--- src/mrf_map.svh ---
// Constants of the measurement result formatter
`ifndef MRF_MAP_SVH
`define MRF_MAP_SVH
`define MRF_CLK_MHZ       250
`define MRF_BYTE_TIME_US  1000
`define MRF_CH_CR         8'h0d
`define MRF_CH_LF         8'h0a
`define MRF_CH_COMMA      8'h2c
`define MRF_CH_SP         8'h20
`define MRF_CH_PLUS       8'h2b
`define MRF_CH_MINUS      8'h2d
`define MRF_CH_DOT        8'h2e
`define MRF_CH_E          8'h45
`define MRF_CH_ZERO       8'h30
`define MRF_CH_PASS       8'h50
`define MRF_CH_FAIL       8'h46
`define MRF_LEN_ONE       6'h01
`define MRF_LEN_CRLF      6'h02
`define MRF_LEN_CHAN      6'h02
`define MRF_LEN_NUM       6'h0b
`define MRF_LEN_BIN       6'h0c
`define MRF_LEN_HEAD      6'h2a
`define MRF_POS_DOT       6'h02
`define MRF_POS_E         6'h07
`define MRF_SEG_FIRST     4'h0
`define MRF_SEG_HEAD      4'hd
`define MRF_SEG_HTERM     4'he
`define MRF_HEAD_STR      "FREQUENCY   REAL/MAG    IMAG/PHASE  L CH T"
`endif

--- src/mrf_pkg.sv ---
// Types shared by the measurement result formatter
package mrf_pkg;
   typedef enum logic [1:0] {
      MRF_TERM_CRLF     = 2'h0,
      MRF_TERM_CRLF_EOI = 2'h1,
      MRF_TERM_CR       = 2'h2,
      MRF_TERM_CR_EOI   = 2'h3
   } mrf_term_t;
   typedef enum logic [1:0] {
      MRF_SEL_ALL  = 2'h0,
      MRF_SEL_FAIL = 2'h1,
      MRF_SEL_PASS = 2'h2,
      MRF_SEL_DUMP = 2'h3
   } mrf_osel_t;
   typedef enum logic [2:0] {
      MRF_FMT_TAB = 3'b001,
      MRF_FMT_CMP = 3'b010,
      MRF_FMT_DMP = 3'b100
   } mrf_fmt_t;
   typedef enum logic [1:0] {
      MRF_IDLE = 2'b01,
      MRF_RUN  = 2'b10
   } mrf_st_t;
   typedef enum logic [3:0] {
      K_F0, K_F1, K_F2, K_SEP, K_SP, K_ERR, K_LIM,
      K_CH, K_TS, K_TERM, K_BIN, K_HEAD, K_END
   } mrf_kind_t;
   typedef struct packed {
      logic            sign;
      logic [4:0][3:0] dig;
      logic            esign;
      logic [1:0][3:0] exd;
   } mrf_num_t;
   typedef struct packed {
      logic        sign;
      logic [6:0]  expo;
      logic [23:0] mant;
   } mrf_flt_t;
endpackage

--- src/mrf_byte_if.sv ---
// Byte stream between the formatter and its output buffer
`timescale 1ns/1ps
interface mrf_byte_if;
   logic [7:0] data;
   logic       eoi;
   logic       dst;
   logic       valid;
   logic       ready;
   modport src (output data, eoi, dst, valid, input ready);
   modport snk (input data, eoi, dst, valid, output ready);
endinterface

--- src/mrf_formatter.sv ---
// Measurement result formatter: tabulated, compressed and dump output
`timescale 1ns/1ps
`include "mrf_map.svh"
// Functional notes
// - Every serial result line ends with one carriage return only.
// - Serial lines are tabulated, under 80 characters, heading optional.
// - Columns: frequency, real/mag, imag/phase, limit, channel, time status.
// - Broadcast switch on: bus gets tabulated lines with bus terminator.
// - Broadcast switch off: bus gets compressed controller form.
// - Numeric field is 11 chars: sign, d.dddd, E, signed 2 digits.
// - Compressed: frequency, two coordinates, error code, separators, term.
// - Error code is one digit; group 8 reports its last digit.
// - Default separator is comma, default compressed terminator CR-based.
// - Bus values follow the displayed channel and coordinates.
// - Selection: all, failing only, passing only; dump is separate.
// - Dump packs a reading into 12 bytes: three 4-byte floats.
// - With an EOI terminator, EOI rides on the twelfth dump byte.
// - Dump sends no terminator and no separator characters.
// - Float byte one top bit is the sign: 0 positive, 1 negative.
// - Float byte one low seven bits: two's complement exponent.
// - Bytes two to four hold a fraction mantissa below one.
// - Bus bytes go out about one per millisecond.
// - Continuous mode may lose readings if the controller lags.
// - Bus terminator: CR LF, CR LF EOI, CR, or CR EOI.
// - Bus separator: comma or the terminator characters.
module mrf_formatter
   import mrf_pkg::*;
#(
   parameter int BYTE_CYC = `MRF_BYTE_TIME_US * `MRF_CLK_MHZ
)
(
   // Clock and reset
   input  wire logic       ref_clk,
   input  wire logic       rst_n,
   // Reading in
   input  wire logic       rd_valid,
   output logic            rd_ready,
   output logic            rd_lost,
   input  wire mrf_num_t   freq_num,
   input  wire mrf_num_t   a_num,
   input  wire mrf_num_t   b_num,
   input  wire mrf_flt_t   a_flt,
   input  wire mrf_flt_t   b_flt,
   input  wire mrf_flt_t   f_flt,
   input  wire logic [7:0] err_code,
   input  wire logic       lim_fail,
   input  wire logic [7:0] chan_rng,
   input  wire logic [7:0] time_stat,
   // Configuration
   input  wire logic       port_bus,
   input  wire mrf_osel_t  out_sel,
   input  wire mrf_term_t  term_sel,
   input  wire logic       sep_term,
   input  wire logic       hdr_en,
   input  wire logic       continuous_measure_mode,
   input  wire logic       printer_broadcast_switch,
   // Serial port bytes
   output logic [7:0]      ser_data,
   output logic            ser_valid,
   input  wire logic       ser_ready,
   // Instrument bus bytes
   output logic [7:0]      bus_data,
   output logic            bus_eoi,
   output logic            bus_valid,
   input  wire logic       bus_ready
);
   localparam logic [8*`MRF_LEN_HEAD-1:0] HEAD = `MRF_HEAD_STR;

   typedef struct packed {
      mrf_st_t    st;
      mrf_fmt_t   fmt;
      logic       dst;
      mrf_term_t  term;
      logic       sep_term;
      logic [3:0] seg;
      logic [5:0] sub;
      mrf_num_t   fn;
      mrf_num_t   an;
      mrf_num_t   bn;
      mrf_flt_t   af;
      mrf_flt_t   bf;
      mrf_flt_t   ff;
      logic [3:0] err;
      logic       lim;
      logic [7:0] chan;
      logic [7:0] ts;
      logic       hdr;
      logic       hden;
      logic       credit;
      logic       pb_s1;
      logic       pb_s2;
   } mrf_fmt_state_t;

   mrf_fmt_state_t q;
   mrf_fmt_state_t d;
   mrf_kind_t      kind;
   logic [5:0]     tlen;
   logic [5:0]     len;
   logic           last;
   logic           eoi_on;
   logic [7:0]     chr;
   logic           keep;
   mrf_fmt_t       fmt_new;
   logic           tick;
   logic           push;

   mrf_byte_if fmt_if ();
   mrf_byte_if out_if ();

   function automatic logic [7:0] dchr(input logic [3:0] v);
      return `MRF_CH_ZERO + {4'h0, v};
   endfunction

   // Fixed 11-character field, decimal point after the first digit
   function automatic logic [7:0] num_char(input mrf_num_t n,
                                           input logic [5:0] i);
      logic [7:0] c;
      c = `MRF_CH_SP;
      case (i)
         6'h00:   c = n.sign ? `MRF_CH_MINUS : `MRF_CH_PLUS;
         6'h01:   c = dchr(n.dig[4]);
         6'h02:   c = `MRF_CH_DOT;
         6'h03:   c = dchr(n.dig[3]);
         6'h04:   c = dchr(n.dig[2]);
         6'h05:   c = dchr(n.dig[1]);
         6'h06:   c = dchr(n.dig[0]);
         6'h07:   c = `MRF_CH_E;
         6'h08:   c = n.esign ? `MRF_CH_MINUS : `MRF_CH_PLUS;
         6'h09:   c = dchr(n.exd[1]);
         6'h0a:   c = dchr(n.exd[0]);
         default: c = `MRF_CH_SP;
      endcase
      return c;
   endfunction

   function automatic mrf_kind_t seg_kind(input mrf_fmt_t f,
                                          input logic [3:0] s);
      mrf_kind_t k;
      k = K_END;
      case (f)
         MRF_FMT_DMP:
            k = (s == `MRF_SEG_FIRST) ? K_BIN : K_END;
         MRF_FMT_CMP:
            case (s)
               4'h0:    k = K_F0;
               4'h1:    k = K_SEP;
               4'h2:    k = K_F1;
               4'h3:    k = K_SEP;
               4'h4:    k = K_F2;
               4'h5:    k = K_SEP;
               4'h6:    k = K_ERR;
               4'h7:    k = K_TERM;
               default: k = K_END;
            endcase
         MRF_FMT_TAB:
            case (s)
               4'h0:           k = K_F0;
               4'h2:           k = K_F1;
               4'h4:           k = K_F2;
               4'h6:           k = K_LIM;
               4'h8:           k = K_CH;
               4'ha:           k = K_TS;
               4'h1, 4'h3, 4'h5, 4'h7, 4'h9:
                               k = K_SP;
               4'hb:           k = K_TERM;
               `MRF_SEG_HEAD:  k = K_HEAD;
               `MRF_SEG_HTERM: k = K_TERM;
               default:        k = K_END;
            endcase
         default: k = K_END;
      endcase
      return k;
   endfunction

   // Dump byte: exponent byte then three mantissa bytes per float
   function automatic logic [7:0] bin_byte(input mrf_flt_t a,
                                           input mrf_flt_t b,
                                           input mrf_flt_t f,
                                           input logic [5:0] i);
      mrf_flt_t w;
      logic [7:0] c;
      case (i[3:2])
         2'h0:    w = a;
         2'h1:    w = b;
         default: w = f;
      endcase
      case (i[1:0])
         2'h0:    c = {w.sign, w.expo};
         2'h1:    c = w.mant[23:16];
         2'h2:    c = w.mant[15:8];
         default: c = w.mant[7:0];
      endcase
      return c;
   endfunction

   mrf_pace #(
      .CYC (BYTE_CYC)
   ) u_pace (
      .ref_clk (ref_clk),
      .rst_n   (rst_n),
      .tick    (tick)
   );

   mrf_buf2 #(
      .DEPTH (2)
   ) u_buf (
      .ref_clk (ref_clk),
      .rst_n   (rst_n),
      .in_s    (fmt_if.snk),
      .out_s   (out_if.src)
   );

   // Serial head-of-line byte stalls bus bytes behind it, and back
   assign ser_data     = out_if.data;
   assign ser_valid    = out_if.valid && !out_if.dst;
   assign bus_data     = out_if.data;
   assign bus_eoi      = out_if.eoi && out_if.dst;
   assign bus_valid    = out_if.valid && out_if.dst;
   assign out_if.ready = out_if.dst ? bus_ready : ser_ready;

   // In one-shot use the source holds its reading until taken
   assign rd_ready = q.st == MRF_IDLE;
   assign rd_lost  = rd_valid && !rd_ready && continuous_measure_mode;

   always_comb
   begin
      kind = seg_kind(q.fmt, q.seg);
      tlen = (q.dst && (q.term == MRF_TERM_CRLF ||
                        q.term == MRF_TERM_CRLF_EOI))
             ? `MRF_LEN_CRLF : `MRF_LEN_ONE;
      eoi_on = q.dst && (q.term == MRF_TERM_CRLF_EOI ||
                         q.term == MRF_TERM_CR_EOI);
      case (kind)
         K_F0, K_F1, K_F2: len = `MRF_LEN_NUM;
         K_SEP:   len = q.sep_term ? tlen : `MRF_LEN_ONE;
         K_TERM:  len = tlen;
         K_CH:    len = `MRF_LEN_CHAN;
         K_BIN:   len = `MRF_LEN_BIN;
         K_HEAD:  len = `MRF_LEN_HEAD;
         default: len = `MRF_LEN_ONE;
      endcase
      last = q.sub == len - `MRF_LEN_ONE;
      case (kind)
         K_F0:    chr = num_char(q.fn, q.sub);
         K_F1:    chr = num_char(q.an, q.sub);
         K_F2:    chr = num_char(q.bn, q.sub);
         K_SEP:   chr = !q.sep_term ? `MRF_CH_COMMA :
                        (q.sub == '0) ? `MRF_CH_CR : `MRF_CH_LF;
         K_SP:    chr = `MRF_CH_SP;
         K_ERR:   chr = dchr(q.err);
         K_LIM:   chr = q.lim ? `MRF_CH_FAIL : `MRF_CH_PASS;
         K_CH:    chr = dchr((q.sub == '0) ? q.chan[7:4] : q.chan[3:0]);
         K_TS:    chr = q.ts;
         K_TERM:  chr = (q.sub == '0) ? `MRF_CH_CR : `MRF_CH_LF;
         K_BIN:   chr = bin_byte(q.af, q.bf, q.ff, q.sub);
         K_HEAD:  chr = HEAD[8*(int'(`MRF_LEN_HEAD) - 1 - int'(q.sub)) +: 8];
         default: chr = `MRF_CH_SP;
      endcase
   end

   // Stream toward the buffer; bus bytes wait for a pacing credit
   assign fmt_if.data  = chr;
   assign fmt_if.dst   = q.dst;
   assign fmt_if.eoi   = last && eoi_on &&
                         (kind == K_TERM || kind == K_BIN);
   assign fmt_if.valid = q.st == MRF_RUN && kind != K_END &&
                         (!q.dst || q.credit);
   assign push         = fmt_if.valid && fmt_if.ready;

   always_comb
   begin
      case (out_sel)
         MRF_SEL_FAIL: keep = lim_fail;
         MRF_SEL_PASS: keep = !lim_fail;
         default:      keep = 1'b1;
      endcase
      if (port_bus && out_sel == MRF_SEL_DUMP)
         fmt_new = MRF_FMT_DMP;
      else if (port_bus && !q.pb_s2)
         fmt_new = MRF_FMT_CMP;
      else
         fmt_new = MRF_FMT_TAB;
   end

   always_comb
   begin
      d       = q;
      d.pb_s1 = printer_broadcast_switch;
      d.pb_s2 = q.pb_s1;
      d.hden  = hdr_en;
      if (hdr_en && !q.hden)
         d.hdr = 1'b1;
      if (tick)
         d.credit = 1'b1;
      case (q.st)
         MRF_IDLE:
            if (rd_valid && keep)
            begin
               // Values arrive already in displayed channel and coordinates
               d.fn       = freq_num;
               d.an       = a_num;
               d.bn       = b_num;
               d.af       = a_flt;
               d.bf       = b_flt;
               d.ff       = f_flt;
               d.err      = err_code[3:0];
               d.lim      = lim_fail;
               d.chan     = chan_rng;
               d.ts       = time_stat;
               d.dst      = port_bus;
               d.fmt      = fmt_new;
               d.term     = term_sel;
               d.sep_term = sep_term;
               d.sub      = '0;
               d.seg      = `MRF_SEG_FIRST;
               d.st       = MRF_RUN;
               if (fmt_new == MRF_FMT_TAB && q.hdr && hdr_en)
               begin
                  d.seg = `MRF_SEG_HEAD;
                  d.hdr = 1'b0;
               end
            end
         MRF_RUN:
            if (kind == K_END)
               d.st = MRF_IDLE;
            else if (push)
            begin
               if (q.dst)
                  d.credit = tick;
               if (last)
               begin
                  d.sub = '0;
                  d.seg = (q.seg == `MRF_SEG_HTERM) ? `MRF_SEG_FIRST
                                                    : q.seg + 1'b1;
               end
               else
                  d.sub = q.sub + 1'b1;
            end
         default: d.st = MRF_IDLE;
      endcase
   end

   always_ff @(posedge ref_clk or negedge rst_n)
   begin
      if (!rst_n)
      begin
         q        <= '0;
         q.st     <= MRF_IDLE;
         q.fmt    <= MRF_FMT_TAB;
         q.hdr    <= 1'b1;
         q.credit <= 1'b1;
      end
      else
         q <= d;
   end
endmodule

--- src/mrf_buf2.sv ---
// Two-entry byte buffer with valid and ready on both sides
`timescale 1ns/1ps
module mrf_buf2
   import mrf_pkg::*;
#(
   parameter int DEPTH = 2
)
(
   // Clock and reset
   input  wire logic ref_clk,
   input  wire logic rst_n,
   // Streams
   mrf_byte_if.snk   in_s,
   mrf_byte_if.src   out_s
);
   localparam int AW = $clog2(DEPTH);
   localparam logic [AW:0] FULL = (AW+1)'(DEPTH);
   localparam logic [AW-1:0] LASTP = AW'(DEPTH - 1);

   typedef struct packed {
      logic [DEPTH-1:0][9:0] mem;
      logic [AW-1:0]         wp;
      logic [AW-1:0]         rp;
      logic [AW:0]           cnt;
   } mrf_buf_state_t;

   mrf_buf_state_t q;
   mrf_buf_state_t d;
   logic           wr;
   logic           rd;

   assign in_s.ready  = q.cnt != FULL;
   assign out_s.valid = q.cnt != '0;
   assign {out_s.data, out_s.eoi, out_s.dst} = q.mem[q.rp];

   always_comb
   begin
      d  = q;
      wr = in_s.valid && in_s.ready;
      rd = out_s.valid && out_s.ready;
      if (wr)
      begin
         d.mem[q.wp] = {in_s.data, in_s.eoi, in_s.dst};
         d.wp = (q.wp == LASTP) ? '0 : q.wp + 1'b1;
      end
      if (rd)
         d.rp = (q.rp == LASTP) ? '0 : q.rp + 1'b1;
      if (wr && !rd)
         d.cnt = q.cnt + 1'b1;
      else if (rd && !wr)
         d.cnt = q.cnt - 1'b1;
   end

   always_ff @(posedge ref_clk or negedge rst_n)
   begin
      if (!rst_n)
         q <= '0;
      else
         q <= d;
   end
endmodule

--- src/mrf_pace.sv ---
// Byte pacing divider: one-cycle tick per byte slot
`timescale 1ns/1ps
module mrf_pace
#(
   parameter int CYC = 250000
)
(
   input  wire logic ref_clk,
   input  wire logic rst_n,
   output logic      tick
);
   localparam int CW = (CYC > 1) ? $clog2(CYC) : 1;
   localparam logic [CW-1:0] LAST = CW'(CYC - 1);

   typedef struct packed {
      logic [CW-1:0] cnt;
      logic          tick;
   } mrf_pace_state_t;

   mrf_pace_state_t q;
   mrf_pace_state_t d;

   assign tick = q.tick;

   always_comb
   begin
      d      = q;
      d.tick = q.cnt == LAST;
      d.cnt  = (q.cnt == LAST) ? '0 : q.cnt + 1'b1;
   end

   always_ff @(posedge ref_clk or negedge rst_n)
   begin
      if (!rst_n)
         q <= '0;
      else
         q <= d;
   end
endmodule

--- config.mk ---
export PLATFORM = sky130hd
export DESIGN_NAME = mrf_formatter
export DESIGN_NICKNAME = d
export VERILOG_FILES = /design/src/mrf_pkg.sv /design/src/mrf_byte_if.sv /design/src/mrf_formatter.sv /design/src/mrf_buf2.sv /design/src/mrf_pace.sv
export VERILOG_INCLUDE_DIRS = /design/src
export SDC_FILE = /design/constraint.sdc
export NUM_CORES = 1
export LEC_CHECK = 0
export ABC_CLOCK_PERIOD_IN_PS = 7600
export BUFFER_PORTS_ARGS = -buffer_cell sky130_fd_sc_hd__buf_2
export CORE_ASPECT_RATIO = 0.5
export CORE_MARGIN = 1
export CORE_UTILIZATION = 61
export CTS_CLUSTER_DIAMETER = 50
export CTS_CLUSTER_SIZE = 16
export DETAILED_ROUTE_END_ITERATION = 16
export PLACE_DENSITY = 0.95
export SYNTH_ARGS = -nofsm -noshare
export SYNTH_HDL_FRONTEND = slang
export SYNTH_SLANG_ARGS = --single-unit
--- constraint.sdc ---
create_clock -name ref_clk -period 7.6 [get_ports ref_clk]
set_input_delay 0.38 -clock ref_clk [delete_from_list [all_inputs] [get_ports ref_clk]]
set_output_delay 0.38 -clock ref_clk [all_outputs]
set_load 0.1 [all_outputs]
==> results.yml <==
synthesis:
  flop_and_latch_count_out_of_synthesis: 274
  ys.flop_type: "sky130_fd_sc_hd__dfrtp_1"
  synth_area_leader_cell: "sky130_fd_sc_hd__dfrtp_1"
  cells_taking_the_most_area_after_synthesis: "sky130_fd_sc_hd__dfrtp_1 (47%), sky130_fd_sc_hd__nand2_1 (19%), sky130_fd_sc_hd__mux2i_1 (2.8%)"
  post-synth-top-count-cell: "sky130_fd_sc_hd__nand2_1"
  post_synth.cell_area_avg_um2: 8.354
  postSynth.asyncResetShare_pct: 100.0
  synth.net_count: 1962
  post-synth-top-area-fraction_pct: 47.05
  yosys_warnings: 0
  synth_enable_flop_cells: 0
  synth_sequential_area_ratio_pct: 47.78
  post_synth_num_cell_types: 83
  post_synth_most_frequent_cells: "sky130_fd_sc_hd__nand2_1 (727), sky130_fd_sc_hd__dfrtp_1 (270), sky130_fd_sc_hd__clkbuf_1 (85), sky130_fd_sc_hd__o21ai_0 (61), sky130_fd_sc_hd__a21oi_1 (60)"
  post_synth_design_cell_area_mm2: 0.01436
  netlist_instances: 1719
die:
  die_h_um: 110.5
  die_width_um: 219.0
  core_mm2: 0.02293
  floorplan.die_area_mm2: 0.02420
  floorplan.initialDensity_pct: 62.61
  io_pins: 246
  rows: 39
clock_tree:
  tritoncts: "built"
  latest_clock_arrival_within_the_worst_skew_pair_ns: 0.53
  htree_num_levels: 1
  clock_sink_count: 274
  clockBufferDepth: 3
  postCtsSetupBuffers: 0
  numCtsBuffers: 21
  cts_root_buffer: "sky130_fd_sc_hd__clkbuf_16"
  cts.clk_slew.worst_paths_ns: 0.07
timing:
  grt_setup_unrepaired: "no"
  finalClockSkew_ns: 0.01654
  max_freq_mhz: 205.6
  timing.max_slew.rel_slack_pct: 18.75
  report.final.slew_viol_count: 0
  final-hold-violation-count: 0
  setup_slack_ns: 2.736
  setup-tns-final_ns: 0
  min_period_ns: 4.864
  worst_slew_pin_slew_ns: 1.210
  setup_violations: 0
  finalCritPeriodShare_pct: 64.00
final_layout:
  multi_input_comb_area_mm2: 0.006917
  count_of_nets_after_finishing: 2132
  layout-area-overhead-vs-synth_pct: 13.10
  register_area_mm2: 0.006864
  layout-drive-gt1-share_pct: 17.99
  post-route-util_pct: 70.82
  number_of_cells_in_the_finished_layout_apart_from_fillers: 2204
  layout_fillers: 1775
power:
  total_leakage_power_nw: 8.129
  finalPower_mw: 5.974
  powerDensity_mw_per_mm2: 367.8
  ir_drop_uv: 247.5
grt:
  grt-ovfl-total: 0
  track_usage_pct: 34.54
  first_global_vias: 12680
  global_route_wire_length_before_repair_um: 65560
  grt_start_max_net_pins: 165
  antenna_found_initial: 1
drt:
  dr_total_vias: 13250
  route.detailed.drc: 0
  drt-total-wl_um: 41230
  vias_per_instance: 6.010
  routed_wire_length_per_instance_um: 18.71
  ant_nets: 0
  dr.pass1.iters: 6
  initialDrtViolationCount: 1814
place:
  dp_worst_setup_slack_ns: 2.875
  finalWeightedCongestion: 0.9183
  detailed_place_hpwl_um: 28630
  io_buffers: 241
  placedCellCount: 2170
critical_path:
  endpoint: "q[212]$_DFFE_PN0P_"
  worst-endpoint-arrival_ns: 5.28
  reg2reg_depth: 16
  worst_setup_path_end_kind: "flop"
  timing.critical_path.from_type: "flop"
  critical_path_class: "flop to flop"
  critical_path.max_fanout: 10
  ff2ff_setup_slack_ns: 2.74
  critical_path_required_ns: 8.02
  timing.rr.start: "q[219]$_DFFE_PN0P_"
  timing.critical_path.from: "q[219]$_DFFE_PN0P_"
  timing.rr.end: "q[212]$_DFFE_PN0P_"
flow_run:
  timing.max_cap.violations: 0
min_path:
  worst_hold_path_type: "input port to flop"
outcome:
  result_of_the_run: "finished clean"
-- final cells by class --
type,instances,area share (%)
clock inverters,3,0.1695
repair buffers,266,8.767
well taps,307,2.365
inverters,20,0.4622
clock buffers,27,3.374
multi-input cells,1306,42.59
flip-flops and latches,274,42.26
diodes,1,0.01541
-- what timing repair did --
item | 4_1_cts | 5_1_grt
hold endpoints to repair | 110 | 0
hold buffers | 3 | 0
resized for setup | 0 | 0
-- worst max-delay path: stages, from the launching register on --
cell and delay [ns]:
sky130_fd_sc_hd__dfrtp_1 0.49, sky130_fd_sc_hd__ha_1 0.23, sky130_fd_sc_hd__ha_1 0.20, sky130_fd_sc_hd__nor4b_1 0.36
sky130_fd_sc_hd__o31a_1 0.50, sky130_fd_sc_hd__and3_1 0.41, sky130_fd_sc_hd__o32ai_2 0.14, sky130_fd_sc_hd__a221o_2 0.39
sky130_fd_sc_hd__ha_1 0.25, sky130_fd_sc_hd__xor2_1 0.15, sky130_fd_sc_hd__nor2_1 0.22, sky130_fd_sc_hd__a211oi_1 0.08
sky130_fd_sc_hd__o22ai_1 0.20, sky130_fd_sc_hd__o311ai_1 0.19, sky130_fd_sc_hd__o31ai_4 0.52, sky130_fd_sc_hd__nor2_1 0.13
sky130_fd_sc_hd__mux2_2 0.28
-- layout by cell type, fill, tap and decap left out, types with 14 or more instances in the layout --
master,instances
sky130_fd_sc_hd__nand3_1,24
sky130_fd_sc_hd__a22oi_1,20
sky130_fd_sc_hd__nor3_1,19
sky130_fd_sc_hd__nor2_1,53
sky130_fd_sc_hd__inv_1,19
sky130_fd_sc_hd__clkbuf_16,21
sky130_fd_sc_hd__mux2_2,30
sky130_fd_sc_hd__o21ai_0,61
sky130_fd_sc_hd__o22ai_1,16
sky130_fd_sc_hd__xnor2_1,19
sky130_fd_sc_hd__ha_1,18
sky130_fd_sc_hd__nand2_1,727
sky130_fd_sc_hd__buf_4,21
sky130_fd_sc_hd__a21oi_1,60
sky130_fd_sc_hd__o211ai_1,14
sky130_fd_sc_hd__mux2i_1,40
sky130_fd_sc_hd__nor2b_1,16
sky130_fd_sc_hd__buf_2,240
sky130_fd_sc_hd__a211oi_1,14
sky130_fd_sc_hd__dfrtp_1,268
-- registers in the layout, indices dropped and copies added, names as in the netlist --
signal and flops:
q 229, u_buf.q 24, u_pace.q 18, d 1, fmt_if.dst 1, u_pace.tick 1
-- layer usage --
layer	share of wire, %	up-vias	routed length (um)	GRT usage (%)
met5	0	-	0	0
met1	41	6339	17070	49.28
li1	-	6103	-	-
met2	46	704	18780	53.23
met3	10	100	4220	7.521
met4	2.8	0	1173	9.954
-- logic make-up (layout without fill, tap and decap cells) --
logic type                 after synthesis  count (layout)  synth area share (%)
AOI/OAI and AO/OA                      284             284                 13.50
muxes                                   71              71                 5.297
xor gates and xnor gates                32              32                 2.004
other                                    0               1                     0
and+or+nand+nor                        901             901                 25.73
buffers and inverters                  139             316                 4.121
DFF                                    274             274                 47.78
adders and majority gates               18              18                 1.568
-- per-stage QoR --
step	hold WS [ns]	area [um^2]
final	0.03576	16240
after global routing	0.03570	16240
after CTS	0.03165	16240
after detailed placement	0.3490	15630
after global placement	0.3355	15630
after floorplan	0.08441	14360
-- where the power goes --
group / switching [mW] / internal (mW) / total (mW)
combinational: 1.61 / 0.797 / 2.40
clock: 0.516 / 0.510 / 1.03
sequential: 0.462 / 2.08 / 2.54
total: 2.59 / 3.39 / 5.97
-- worst min path at each step --
stage / endpoint / from / depth (start not counted)
floorplan: d[0]$_DFF_PN0_ / rst_n / 0
global placement: q[0]$_DFF_PN0_ / d[0]$_DFF_PN0_ / 0
detailed placement: q[0]$_DFF_PN0_ / d[0]$_DFF_PN0_ / 0
CTS: q[149]$_DFFE_PN0P_ / b_num[27] / 3
global route: q[63]$_DFFE_PN0P_ / b_flt[5] / 3
finish: q[210]$_DFFE_PN0P_ / freq_num[28] / 3
No activity file was read; power rests on OpenSTA's default activity.
